==> config.mk <==
export PLATFORM = sky130hd
export DESIGN_NAME = drsic_top
export DESIGN_NICKNAME = d
export VERILOG_FILES = /design/src/drsic_pkg.sv /design/src/drsic_top.sv /design/src/drsic_preset_mem.sv
export VERILOG_INCLUDE_DIRS = /design/src /design/src/src
export SDC_FILE = /design/constraint.sdc
export NUM_CORES = 1
export LEC_CHECK = 0
export ABC_CLOCK_PERIOD_IN_PS = 3130
export CORE_ASPECT_RATIO = 0.7
export CORE_MARGIN = 5
export CORE_UTILIZATION = 50
export DETAILED_ROUTE_END_ITERATION = 8
export DONT_BUFFER_PORTS = 1
export PLACE_DENSITY = 0.7
export SKIP_LAST_GASP = 1
export SYNTH_ARGS = -nofsm -noshare
export SYNTH_HDL_FRONTEND = slang
export SYNTH_SLANG_ARGS = --single-unit
==> constraint.sdc <==
create_clock -name clk -period 3.13 [get_ports clk]
set_input_delay 0.1565 -clock clk [delete_from_list [all_inputs] [get_ports clk]]
set_output_delay 0.1565 -clock clk [all_outputs]
set_load 0.01 [all_outputs]
==> src/drsic_consts.svh <==
/*
 * Constants for the run/stop input control block: mode codes, reference
 * source codes, debounce timing, preset count and reset values.
 * Assumes inclusion by bare name from design files only.
 */
`ifndef DRSIC_CONSTS_SVH
`define DRSIC_CONSTS_SVH

// ----------------------------------------------------------------------
// Control method select codes
// ----------------------------------------------------------------------
`define DRSIC_MODE_THREE_WIRE  3'h0
`define DRSIC_MODE_TWO_WIRE    3'h1
`define DRSIC_MODE_KEYPAD      3'h2
`define DRSIC_MODE_MOMENTARY   3'h3
`define DRSIC_MODE_ACCEL_SEL   3'h4
`define DRSIC_MODE_ENABLE      3'h5
`define DRSIC_MODE_LOCAL_REM   3'h6
`define DRSIC_MODE_RESET       3'h0

// ----------------------------------------------------------------------
// Reference source codes
// ----------------------------------------------------------------------
`define DRSIC_SRC_INTERNAL     2'h0
`define DRSIC_SRC_POT          2'h1
`define DRSIC_SRC_VOLT         2'h2
`define DRSIC_SRC_CURRENT      2'h3

// ----------------------------------------------------------------------
// Timing and sizes
// ----------------------------------------------------------------------
`define DRSIC_DEB_TIME_NS      1000
`define DRSIC_CLK_PERIOD_NS    10
`define DRSIC_DEB_CYCLES       (`DRSIC_DEB_TIME_NS / `DRSIC_CLK_PERIOD_NS)
`define DRSIC_DEB_W            7
`define DRSIC_N_PRESET         8
`define DRSIC_PRESET_AW        3
`define DRSIC_FREQ_W           16
`define DRSIC_N_CONTACT        7

`endif

==> src/drsic_pkg.sv <==
/*
 * Types for the run/stop input control block.
 * Assumes the constants header is compiled alongside.
 */
package drsic_pkg;
	// Run state of the start/stop decoder
	typedef enum logic [1:0] {
		DRSIC_STOPPED,
		DRSIC_RUN_FWD,
		DRSIC_RUN_REV
	} drsic_run_t;
	// Frequency word
	typedef logic [15:0] drsic_freq_t;
endpackage : drsic_pkg

==> src/drsic_top.sv <==
/*
 * Run/stop/direction decoder for the control terminal block, with
 * reference source selection and preset speed lookup.
 * Assumes contact inputs are asynchronous pins, high meaning closed,
 * and that keypad command and programming ports are on clk.
 */
`timescale 1ns/10ps
`default_nettype none
`include "drsic_consts.svh"

module drsic_top
	import drsic_pkg::*;
(
	input  wire logic                        clk,                    // 100 MHz clock
	input  wire logic                        rstn,                   // Async reset, low
	input  wire logic [2:0]                  control_method_select,  // Input mode 0..6
	input  wire logic                        preset_variant,         // 1 = preset model
	input  wire logic [1:0]                  frequency_source_parameter, // Source select
	input  wire drsic_pkg::drsic_freq_t      internal_frequency_setting, // Internal ref
	input  wire drsic_pkg::drsic_freq_t      pot_ref,                // Potentiometer ref
	input  wire drsic_pkg::drsic_freq_t      volt_ref,               // Bipolar volt ref
	input  wire drsic_pkg::drsic_freq_t      current_ref,            // Current loop ref
	input  wire drsic_pkg::drsic_freq_t      remote_ref,             // Remote reference
	input  wire logic                        use_presets,            // Preset vs internal
	input  wire logic                        rev_in,                 // Pin: reverse/run rev
	input  wire logic                        fwd_in,                 // Pin: start/run fwd
	input  wire logic                        stop_or_select_terminal,// Pin: stop/select
	input  wire logic                        preset_select_bit0,     // Pin: preset bit 0
	input  wire logic                        preset_select_bit1,     // Pin: preset bit 1
	input  wire logic                        preset_select_bit2,     // Pin: preset bit 2
	input  wire logic                        kp_start,               // Keypad start pulse
	input  wire logic                        kp_stop,                // Keypad stop pulse
	input  wire logic                        kp_rev,                 // Keypad direction
	input  wire logic                        kp_wr_en,               // Keypad preset write
	input  wire logic [2:0]                  kp_wr_addr,             // Preset index
	input  wire drsic_pkg::drsic_freq_t      kp_wr_data,             // Preset value
	output logic                             run,                    // Motor running
	output logic                             reverse,                // Direction reverse
	output logic                             coast,                  // Drive removed
	output logic                             accel_set2,             // Second ramp pair
	output logic                             remote_ctrl,            // Remote control
	output logic                             fault_clear,            // Fault clear pulse
	output drsic_pkg::drsic_freq_t           freq_ref                // Frequency reference
);
	// ------------------------------------------------------------------
	// Input conditioning
	// ------------------------------------------------------------------
	localparam int NC = `DRSIC_N_CONTACT;
	wire  [NC-1:0] raw_pins;           // Contact pins, closed high
	logic [NC-1:0] deb;                // Debounced levels
	assign raw_pins = {preset_select_bit2, preset_select_bit1, preset_select_bit0,
		stop_or_select_terminal, fwd_in, rev_in, 1'b0};

	// One synchroniser and debounce counter per contact
	genvar g;
	generate
		for (g = 0; g < NC; g++)
		begin : g_deb
			logic [2:0]             sy_r;   // Three-stage sync
			logic [`DRSIC_DEB_W-1:0] cnt_r; // Stable count
			logic                   lvl_r;  // Accepted level
			wire                    agree;  // Stages 2 and 3 agree
			wire                    differ; // Accepted level stale
			assign agree  = (sy_r[1] == sy_r[2]);
			assign differ = agree && (sy_r[2] != lvl_r);
			// Sync, then accept after a stable interval
			always_ff @(posedge clk or negedge rstn)
			begin
				if (!rstn)
				begin
					sy_r  <= 3'h0;
					cnt_r <= '0;
					lvl_r <= 1'b0;
				end
				else
				begin
					sy_r <= {sy_r[1:0], raw_pins[g]};
					if (!differ)
						cnt_r <= '0;
					else if (cnt_r == `DRSIC_DEB_W'(`DRSIC_DEB_CYCLES - 1))
					begin
						lvl_r <= sy_r[2];
						cnt_r <= '0;
					end
					else
						cnt_r <= cnt_r + `DRSIC_DEB_W'(1);
				end
			end
			assign deb[g] = lvl_r;
		end
	endgenerate

	// Named debounced contacts
	wire c_rev  = deb[1];   // Reverse / run reverse
	wire c_fwd  = deb[2];   // Start / run forward
	wire c_sel  = deb[3];   // Stop or select terminal
	wire [2:0] c_preset = deb[6:4];  // Preset index

	// ------------------------------------------------------------------
	// Mode decode
	// ------------------------------------------------------------------
	function automatic logic is_mode(input logic [2:0] m, input logic [2:0] v);
		is_mode = (m == v);
	endfunction

	logic [2:0] mode_r;  // Sampled method select
	// Out of range values fall back to the default method
	always_ff @(posedge clk or negedge rstn)
	begin
		if (!rstn)
			mode_r <= `DRSIC_MODE_RESET;
		else if (control_method_select <= `DRSIC_MODE_LOCAL_REM)
			mode_r <= control_method_select;
		else
			mode_r <= `DRSIC_MODE_RESET;
	end

	wire m_three  = is_mode(mode_r, `DRSIC_MODE_THREE_WIRE);
	wire m_keypad = is_mode(mode_r, `DRSIC_MODE_KEYPAD);
	wire m_mom    = is_mode(mode_r, `DRSIC_MODE_MOMENTARY);
	wire m_accel  = is_mode(mode_r, `DRSIC_MODE_ACCEL_SEL);
	wire m_enab   = is_mode(mode_r, `DRSIC_MODE_ENABLE);
	wire m_locrem = is_mode(mode_r, `DRSIC_MODE_LOCAL_REM);
	wire m_sel    = m_accel | m_enab | m_locrem;       // Terminal is a select
	wire m_maint  = ~m_three & ~m_keypad & ~m_mom;     // Maintained two-wire
	wire stop_ok  = m_sel | c_sel;                     // Stop contact closed, or terminal is a select

	// ------------------------------------------------------------------
	// Toggle tracking: a run input must be seen open after a stop
	// ------------------------------------------------------------------
	drsic_run_t st_r;       // Run state
	drsic_run_t st_nxt;     // Next run state
	logic       fwd_arm_r;  // Forward seen open since stop
	logic       rev_arm_r;  // Reverse seen open since stop
	wire        stopping = (st_r != DRSIC_STOPPED) && (st_nxt == DRSIC_STOPPED);
	// Arm on open, disarm on stop; open seen in the stop cycle still arms
	always_ff @(posedge clk or negedge rstn)
	begin
		if (!rstn)
		begin
			fwd_arm_r <= 1'b0;
			rev_arm_r <= 1'b0;
		end
		else
		begin
			fwd_arm_r <= !c_fwd || (fwd_arm_r && !stopping);
			rev_arm_r <= !c_rev || (rev_arm_r && !stopping);
		end
	end
	wire fwd_fresh = c_fwd && fwd_arm_r;  // Fresh forward closure
	wire rev_fresh = c_rev && rev_arm_r;  // Fresh reverse closure

	// ------------------------------------------------------------------
	// Run state machine
	// ------------------------------------------------------------------
	logic enable_ok;  // Mode 5 enable closed
	assign enable_ok = !m_enab || c_sel;
	logic kp_rev_r;   // Keypad direction latch

	always_comb
	begin
		st_nxt = st_r;
		case (st_r)
			DRSIC_STOPPED:
			begin
				if (m_keypad)
				begin
					if (kp_start && !kp_stop)
						st_nxt = kp_rev ? DRSIC_RUN_REV : DRSIC_RUN_FWD;
				end
				else if (m_three)
				begin
					if (stop_ok && fwd_fresh)
						st_nxt = c_rev ? DRSIC_RUN_REV : DRSIC_RUN_FWD;
				end
				else if (m_mom)
				begin
					if (stop_ok && c_fwd)
						st_nxt = DRSIC_RUN_FWD;
					else if (stop_ok && c_rev)
						st_nxt = DRSIC_RUN_REV;
				end
				else if (stop_ok && enable_ok)
				begin
					if (fwd_fresh)
						st_nxt = DRSIC_RUN_FWD;
					else if (rev_fresh)
						st_nxt = DRSIC_RUN_REV;
				end
			end
			DRSIC_RUN_FWD, DRSIC_RUN_REV:
			begin
				if (m_keypad)
				begin
					if (kp_stop)
						st_nxt = DRSIC_STOPPED;
				end
				else if (!stop_ok)
					st_nxt = DRSIC_STOPPED;
				else if (m_three)
					st_nxt = c_rev ? DRSIC_RUN_REV : DRSIC_RUN_FWD;
				else if (m_mom)
				begin
					if (c_fwd)
						st_nxt = DRSIC_RUN_FWD;
					else if (c_rev)
						st_nxt = DRSIC_RUN_REV;
				end
				else if (!enable_ok)
					st_nxt = DRSIC_STOPPED;
				else if (st_r == DRSIC_RUN_FWD && !c_fwd)
					st_nxt = c_rev ? DRSIC_RUN_REV : DRSIC_STOPPED;
				else if (st_r == DRSIC_RUN_REV && !c_rev)
					st_nxt = c_fwd ? DRSIC_RUN_FWD : DRSIC_STOPPED;
			end
			default:
				st_nxt = DRSIC_STOPPED;
		endcase
	end

	// State and keypad direction registers
	always_ff @(posedge clk or negedge rstn)
	begin
		if (!rstn)
		begin
			st_r     <= DRSIC_STOPPED;
			kp_rev_r <= 1'b0;
		end
		else
		begin
			st_r     <= st_nxt;
			kp_rev_r <= kp_rev;
		end
	end

	// ------------------------------------------------------------------
	// Select terminal functions and fault clear
	// ------------------------------------------------------------------
	logic sel_d_r;  // Previous select level
	wire  sel_edge = m_sel && (c_sel != sel_d_r);

	// Registered control outputs
	always_ff @(posedge clk or negedge rstn)
	begin
		if (!rstn)
		begin
			sel_d_r     <= 1'b0;
			run         <= 1'b0;
			reverse     <= 1'b0;
			coast       <= 1'b1;
			accel_set2  <= 1'b0;
			remote_ctrl <= 1'b0;
			fault_clear <= 1'b0;
		end
		else
		begin
			sel_d_r     <= c_sel;
			run         <= (st_nxt != DRSIC_STOPPED);
			reverse     <= (st_nxt == DRSIC_RUN_REV);
			coast       <= (st_nxt == DRSIC_STOPPED) || !enable_ok;
			accel_set2  <= m_accel && !c_sel;
			remote_ctrl <= m_locrem && c_sel;
			fault_clear <= sel_edge;
		end
	end

	// ------------------------------------------------------------------
	// Frequency reference
	// ------------------------------------------------------------------
	drsic_freq_t preset_q;  // Registered preset word
	drsic_preset_mem u_mem (
		.clk     (clk),
		.rstn    (rstn),
		.wr_en   (kp_wr_en),
		.wr_addr (kp_wr_addr),
		.wr_data (kp_wr_data),
		.rd_addr (c_preset),
		.rd_data (preset_q)
	);

	drsic_freq_t analog_sel;  // Chosen analog source
	drsic_freq_t term_ref;    // Terminal block reference
	drsic_freq_t ref_nxt;     // Final reference
	assign analog_sel =
		(frequency_source_parameter == `DRSIC_SRC_POT)     ? pot_ref :
		(frequency_source_parameter == `DRSIC_SRC_VOLT)    ? volt_ref :
		(frequency_source_parameter == `DRSIC_SRC_CURRENT) ? current_ref :
		internal_frequency_setting;
	assign term_ref = preset_variant ?
		(use_presets ? preset_q : internal_frequency_setting) :
		analog_sel;
	// Mode 6 closed selects remote; open forces terminal reference
	assign ref_nxt = (m_locrem && c_sel) ? remote_ref : term_ref;

	// Registered reference output
	always_ff @(posedge clk or negedge rstn)
	begin
		if (!rstn)
			freq_ref <= '0;
		else
			freq_ref <= ref_nxt;
	end

	// ------------------------------------------------------------------
	// Checks
	// ------------------------------------------------------------------
	a_three_stop_halt: assert property (@(posedge clk) disable iff (!rstn)
		(m_three && !c_sel && !$changed(mode_r)) |=> !run)
		else $error("Three-wire run with open stop");
	a_three_toggle: assert property (@(posedge clk) disable iff (!rstn)
		(m_three && st_r == DRSIC_STOPPED && !fwd_arm_r) |=> !run)
		else $error("Three-wire restart without toggle");
	a_two_held: assert property (@(posedge clk) disable iff (!rstn)
		(mode_r == `DRSIC_MODE_TWO_WIRE && !c_fwd && !c_rev) |=> !run)
		else $error("Two-wire run with inputs open");
	a_two_fresh: assert property (@(posedge clk) disable iff (!rstn)
		(m_maint && st_r == DRSIC_STOPPED && !fwd_arm_r && !rev_arm_r) |=> !run)
		else $error("Two-wire restart without fresh closure");
	a_mom_resume: assert property (@(posedge clk) disable iff (!rstn)
		(m_mom && $past(m_mom) && c_sel && c_fwd) |=> run)
		else $error("Momentary did not resume");
	a_accel_pair: assert property (@(posedge clk) disable iff (!rstn)
		(m_accel ##1 m_accel) |-> (accel_set2 == !$past(c_sel)))
		else $error("Ramp pair select wrong");
	a_enable_coast: assert property (@(posedge clk) disable iff (!rstn)
		(m_enab && !c_sel) |=> (coast && !run))
		else $error("Enable open but not coasting");
	a_fault_edge: assert property (@(posedge clk) disable iff (!rstn)
		fault_clear |-> $past(m_sel) && ($past(c_sel) != $past(sel_d_r)))
		else $error("Fault clear without select edge");
	a_mode_reset: assert property (@(posedge clk) disable iff (!rstn)
		(control_method_select > `DRSIC_MODE_LOCAL_REM) |=> m_three)
		else $error("Bad mode not defaulted");
endmodule // drsic_top
`default_nettype wire

==> src/drsic_preset_mem.sv <==
/*
 * Eight-entry preset frequency store with registered read data.
 * Assumes writes come only from the keypad programming port.
 */
`timescale 1ns/10ps
`default_nettype none
`include "drsic_consts.svh"

module drsic_preset_mem
	import drsic_pkg::*;
(
	input  wire logic                          clk,       // System clock
	input  wire logic                          rstn,      // Async reset, low
	input  wire logic                          wr_en,     // Keypad write strobe
	input  wire logic [`DRSIC_PRESET_AW-1:0]   wr_addr,   // Keypad write index
	input  wire drsic_pkg::drsic_freq_t        wr_data,   // Keypad write value
	input  wire logic [`DRSIC_PRESET_AW-1:0]   rd_addr,   // Preset index
	output drsic_pkg::drsic_freq_t             rd_data    // Registered preset
);
	// ------------------------------------------------------------------
	// Storage
	// ------------------------------------------------------------------
	drsic_freq_t mem_r [`DRSIC_N_PRESET];  // Preset words

	// Keypad writes; defaults are the reset contents
	always_ff @(posedge clk or negedge rstn)
	begin
		if (!rstn)
		begin
			for (int i = 0; i < `DRSIC_N_PRESET; i++)
				mem_r[i] <= '0;
		end
		else if (wr_en)
			mem_r[wr_addr] <= wr_data;
	end

	// Registered read
	always_ff @(posedge clk or negedge rstn)
	begin
		if (!rstn)
			rd_data <= '0;
		else
			rd_data <= mem_r[rd_addr];
	end
endmodule // drsic_preset_mem
`default_nettype wire

==> results.md, run 1 <==
- Outcome: complete, but fails checks
- Failing checks: negative hold slack
- Top area cells in the synthesized netlist: dfrtp_1 (54%), mux2_2 (15%), mux4_2 (9.7%)
- VDD IR-drop max: 0.3541 mV
- Clock buffer depth: 3
- Final worst slack: 837.2 ps
- Nets@finish: 1,035
- Share of flip-flops with an asynchronous set or reset: 100.0%
- Synthesis Warnings: 0
- Post-synth cell types: 55
- Crit path DAT: 2690 ps
- Worst Hold Class: in2async
- Clock Root Buffer: clkbuf_16
- Setup tns final: 0 ps
- WP data required: 3520 ps
- Seq/Total Area, Yosys: 54.12%
- Via-to-Cell Ratio: 5.759
- Crit share post-route: 73.25%
- Worst setup SP type: flip-flop
- Final hold violations: 240
- Pre-Repair DR Iteration Count: 6
- Worst slew margin: 53.80%
- RSZ-0062 raised after global routing: false
- Number of flops mapped to enable cells by yosys: 0
- Buffers added on ports: 0
- Number of global-route vias before repair: 6,980
- Clock sink count: 240
- Clk Latency, worst-skew pair: 510 ps
- Placer Congestion: 0.8933
- Final ANT Viol Nets: 0
- Clock period minus worst slack: 2293 ps
- Slew Limit Fails: 0
- Synth Register Bits: 240
- Syn_area_per_cell: 13.03 sq um
- Residual DRC count: 0
- Post-Syn Instances: 852
- Die span in y: 134.7 um
- Setup crit end kind: flip-flop
- Cell row count: 45
- CTS tree: done
- Proportion of layout cells with a drive suffix above 1: 27.86%
- Initial antenna violation count: 6
- Core Region: 0.02179 sq mm
- Die ar.: 0.02533 sq mm
- Pwr dens: 640.7 mW/mm^2
- Inserted Clock Buffers: 25
- GRT overflow: 0
- Hold slack: -660.0 ps
- Actual slew at the worst max-slew pin: 693.1 ps
- Largest net degree at the start of global routing: 241
- First-pass GRT wire length: 39,340 um
- Initial DRC Count: 549
- I/O pins: 140
- Leakage Power: 5.432 nW
- Starting density of the core: 50.94%
- Clk slew on worst S/H paths: 70 ps
- Via count: 6,980
- Register-to-register setup slack: 840 ps
- Hpwl dp: 15,810 um
- Mapped cell area: 0.01110 sq mm
- Setup WS pre-CTS: 897.0 ps
- Final-report setup violation count: 0
- Top-area cell type share of the netlist area: 53.88%
- Max Clock Freq: 436.2 MHz
- DRT Wirelength: 24,350 um
- Cell with the most instances after synthesis: dfrtp_1
- Largest area contributor in the netlist: dfrtp_1
- Ys flop type: dfrtp_1
- Syn nets: 980
- Mean routed wirelength per cell: 20.09 um
- Max_cap viols: 0
- Crit path kind: reg2reg
- Layout area overhead: 16.18%
- Gr usage total: 19.20%
- Crit-path max FO: 33
- Synth cell count leaders: dfrtp_1 (239), mux2_2 (144), nand2_1 (74)
- Die Width: 188.1 um
- Clock skew: 10.48 ps
- H-tree Lvls: 1
- # hold bufs at CTS: 59
[cell families (layout without fill, tap and decap cells)]
group	Yosys count	in the layout	synth area share, %
compound gates	95	95	5.095
simple gates	212	212	9.266
mux	208	208	25.79
fa+ha+maj	10	10	1.127
flops	240	240	54.12
other cells	0	4	0
xor+xnor	31	31	2.446
buf+inv	56	130	2.153
[stage by stage]
| step | std cells | power (mW) | hold WS [ps] | utilization (%) | instance area (sq um) |
|---|---|---|---|---|---|
| final | 1212 | 8.262 | -660.0 | 59.18 | 12890 |
| after global routing | 1212 | 8.648 | -689.4 | 59.18 | 12890 |
| after CTS | 1208 | 8.333 | -677.4 | 59.13 | 12880 |
| after detailed placement | 1103 | 4.916 | -129.9 | 52.16 | 11370 |
| after global placement | 1103 | 4.869 | -130.7 | 52.16 | 11370 |
| after floorplan | 852 | 4.683 | -139.1 | - | 11100 |
[timing repair]
item	4_1_cts	5_1_grt
buffers inserted	0	0
gates resized for setup	0	0
endpoints found under the hold margin	393	240
[routing by layer]
layer	share of wire, %	track usage, %	vias up
met5	0	0	-
met4	1.6	3.423	0
met3	7.2	4.832	39
met2	44	29.43	237
met1	47	28.38	3525
li1	-	-	3179
[where the power goes]
group	total (mW)	internal, mW	switching (mW)
Sequential	3.89	3.59	0.299
Clock	3.28	2.08	1.20
Combinational	1.09	0.689	0.400
[placed cells by master (no fill, tap or decap), drive strengths merged, types with 5 or more instances in the layout]
| master | n |
|---|---|
| and2 | 5 |
| mux4 | 48 |
| clkbuf | 33 |
| dlygate4sd3 | 59 |
| inv | 14 |
| a21oi | 6 |
| xor2 | 12 |
| nor2 | 64 |
| nor2b | 5 |
| buf | 12 |
| nand3 | 19 |
| and3 | 11 |
| ha | 10 |
| nor3 | 5 |
| dfrtp | 239 |
| mux2i | 16 |
| o21ai | 63 |
| nand2 | 74 |
| nor4b | 6 |
| bufinv | 6 |
| mux2 | 144 |
| xnor2 | 19 |
| clkinv | 6 |
[cell type report]
type | count | area [sq um]
timing repair buffer | 71 | 693.2
fill | 1703 | 8895
clock buffer | 33 | 705.7
inverter | 13 | 48.80
clock inverter | 13 | 222.7
sequential | 240 | 6008
antenna | 4 | 10.01
multi-input combinational | 556 | 4853
tap | 282 | 352.8
[registers in the layout, summed over array words and instances (netlist names), 2 cells and up]
register,count
g_deb.lvl_r,3
freq_ref,16
u_mem.rd_data,16
st_r,2
mode_r,3
u_mem.mem_r,128
g_deb.sy_r,18
g_deb.cnt_r,42
[path summary, 6_finish.rpt]
path / startpoint / endpoint / cells past startpoint
min in group clk: kp_wr_en / u_mem.mem_r[20]$_DFFE_PN0P_ / 2
worst min-delay path: rstn / mode_r[1]$_DFF_PN0_ / 0
worst max register to register: mode_r[2]$_DFF_PN0_ / freq_ref[3]$_DFF_PN0_ / 5
worst max-delay path: mode_r[2]$_DFF_PN0_ / freq_ref[3]$_DFF_PN0_ / 5
max in group asynchronous: rstn / g_deb[4].lvl_r$_DFFE_PN0P_ / 0
worst min register to register: g_deb[2].sy_r[0]$_DFF_PN0_ / g_deb[2].sy_r[1]$_DFF_PN0_ / 0
[worst max-delay path: stages, from the launching register on]
cell and delay, ps:
dfrtp_1 630, nor2b_1 300, and3_1 190, buf_4 290, o21ai_0 180, dlygate4sd3_1 590
No activity file was read; power rests on OpenSTA's default activity.
==> run 2, diff against run 1 <==
ABC_CLOCK_PERIOD_IN_PS = 2200   (was 3130)
clock period = 2.2 ns   (was 3.13 ns; I/O delays follow)
==> run 2 against run 1 <==
The run still ends with negative hold slack left; cell area grew 0.60%; via count down 0.32%; sequential power rose by 42%; worst hold slack got worse by 48 ps; non-clock buffer count increased by 14; combinational power is 46% higher; first-iteration DRC count increased by 0.18%; critical path depth stayed put; clock power increased by 33%; largest power group unchanged.
==> results.md, run 2 (synthesis results as in run 1) <==
- Max_cap viols: 0
- Pre-Repair DR Iteration Count: 5
- Leakage Power: 5.463 nW
- Setup crit end kind: flip-flop
- Clock buffer depth: 3
- Worst setup SP type: flip-flop
- Residual DRC count: 0
- GRT overflow: 0
- Initial antenna violation count: 9
- First-pass GRT wire length: 39,850 um
- Via count: 6,958
- Clock period minus worst slack: 2059 ps
- Biggest regs: u_mem.mem_r (128), g_deb.cnt_r (42), g_deb.sy_r (18)
- Largest Register: u_mem.mem_r
- VDD IR-drop max: 0.5870 mV
- Gr usage total: 19.44%
- I/O pins: 140
- Die Width: 188.1 um
- Die ar.: 0.02533 sq mm
- Setup tns final: 0 ps
- Crit share post-route: 93.58%
- Buf+Inv Stages, Crit Path: 2
- Proportion of layout cells with a drive suffix above 1: 28.14%
- Max Clock Freq: 485.7 MHz
- Hold slack: -708.4 ps
- Via-to-Cell Ratio: 5.680
- Worst path top cell family by delay: buffers and inverters
- Post-route cell area: 0.01297 sq mm
- Die span in y: 134.7 um
- Clk Latency, worst-skew pair: 520 ps
- Finished Core Util: 59.53%
- Crit path kind: reg2reg
- Worst slew margin: 54.65%
- Clock skew: 17.29 ps
- Met2 Use GR: 29.39%
- Initial DRC Count: 550
- Max reg flops: 128
- WP data required: 2600 ps
- Clk slew on worst S/H paths: 60 ps
- Largest net degree at the start of global routing: 241
- Worst Hold Class: in2async
- Failing checks: negative hold slack
- Hpwl dp: 15,790 um
- Outcome: complete, but fails checks
- Inserted Clock Buffers: 25
- DRT Wirelength: 24,320 um
- Layout area overhead: 16.87%
- Met3 Use GR: 4.444%
- Crit-path max FO: 33
- Nets@finish: 1,049
- RSZ-0062 raised after global routing: false
- Busiest grt layer: met2
- Placer Congestion: 0.9072
- Final-report setup violation count: 0
- Fillers: 1,648
- Final hold violations: 240
- Commonest cells after routing, fill and taps aside: dfrtp_1 (237), mux2_2 (144), nand2_1 (74), dlygate4sd3_1 (65), nor2_1 (64)
- CTS tree: done
- Number of global-route vias before repair: 7,129
- Buffers added on ports: 0
- Mean routed wirelength per cell: 19.86 um
- Cells along the critical path: nor2b_1 -> and3_1 -> buf_4 -> o21ai_0 -> dlygate4sd3_1
- Placed cell area: 0.01143 sq mm
- Starting density of the core: 50.94%
- Slowest stage delay, CP: 580 ps
- H-tree Lvls: 1
- Slowest cell on crit path: dlygate4sd3_1
- Clock sink count: 240
- # hold bufs at CTS: 65
- Actual slew at the worst max-slew pin: 680.3 ps
- Cell row count: 45
- Slew Limit Fails: 0
- Core Region: 0.02179 sq mm
- Final ANT Viol Nets: 0
- Clock Root Buffer: clkbuf_16
- Pwr dens: 883.6 mW/mm^2
- Crit path DAT: 2460 ps
- Met1 usage: 28.98%
- Commonest non-fill, non-tap cell in the layout: dfrtp_1
## run 2: cell count changes in the layout (fill, tap and decap cells not counted), moves of 2 or more
cell	previous run	this run
bufinv_16	6	4
dlygate4sd3_1	59	65
buf_12	1	3
buf_4	11	17
## run 2: metal layers
layer  share of wire, %  vias up
li1                   -     3206
met1                 48     3470
met2                 43      231
met3                6.8       47
met4                2.2        4
met5               0.10        -
## run 2: power by group
part	leakage, nW	switching, mW	total [mW]	internal, mW
Combinational	2.09	0.585	1.59	1.00
Sequential	2.96	0.395	5.51	5.11
Clock	0.422	1.68	4.37	2.69
## run 2: what timing repair did
action | CTS | global route
setup buffers | 0 | 3
hold endpoints to repair | 393 | 240
endpoints found under the setup margin | 0 | 12
resized for setup | 0 | 1
## run 2: area by class of cell
| class | count | area [sq um] | area share [%] |
|---|---|---|---|
| timing repair buffer | 85 | 838.3 | 6.462 |
| tap | 282 | 352.8 | 2.720 |
| multi-input combinational | 556 | 4853 | 37.41 |
| clock inverter | 11 | 161.4 | 1.244 |
| clock buffer | 33 | 695.7 | 5.363 |
| antenna | 5 | 12.51 | 0.09645 |
| sequential | 240 | 6010 | 46.33 |
| inverter | 13 | 48.80 | 0.3762 |
## run 2: final timing paths
check | startpoint | end | slack, ps | depth (start not counted)
min in group clk | frequency_source_parameter[0] | freq_ref[4]$_DFF_PN0_ | 30 | 3
min | rstn | fault_clear$_DFF_PN0_ | -710 | 0
max | mode_r[0]$_DFF_PN0_ | freq_ref[12]$_DFF_PN0_ | 140 | 5
max reg2reg | mode_r[0]$_DFF_PN0_ | freq_ref[12]$_DFF_PN0_ | 140 | 5
max in group asynchronous | rstn | u_mem.mem_r[75]$_DFFE_PN0P_ | 2430 | 0
min reg2reg | g_deb[2].sy_r[0]$_DFF_PN0_ | g_deb[2].sy_r[1]$_DFF_PN0_ | 350 | 0
## run 2: stage by stage
stage               instances  worst slack [ps]  total power [mW]
finish                   1225             141.2             11.46
global route             1225             10.71             12.00
floorplan                 852             437.8             6.662
CTS                      1217             22.19             11.55
global placement         1108             229.0             6.933
detailed placement       1108             199.9             6.986
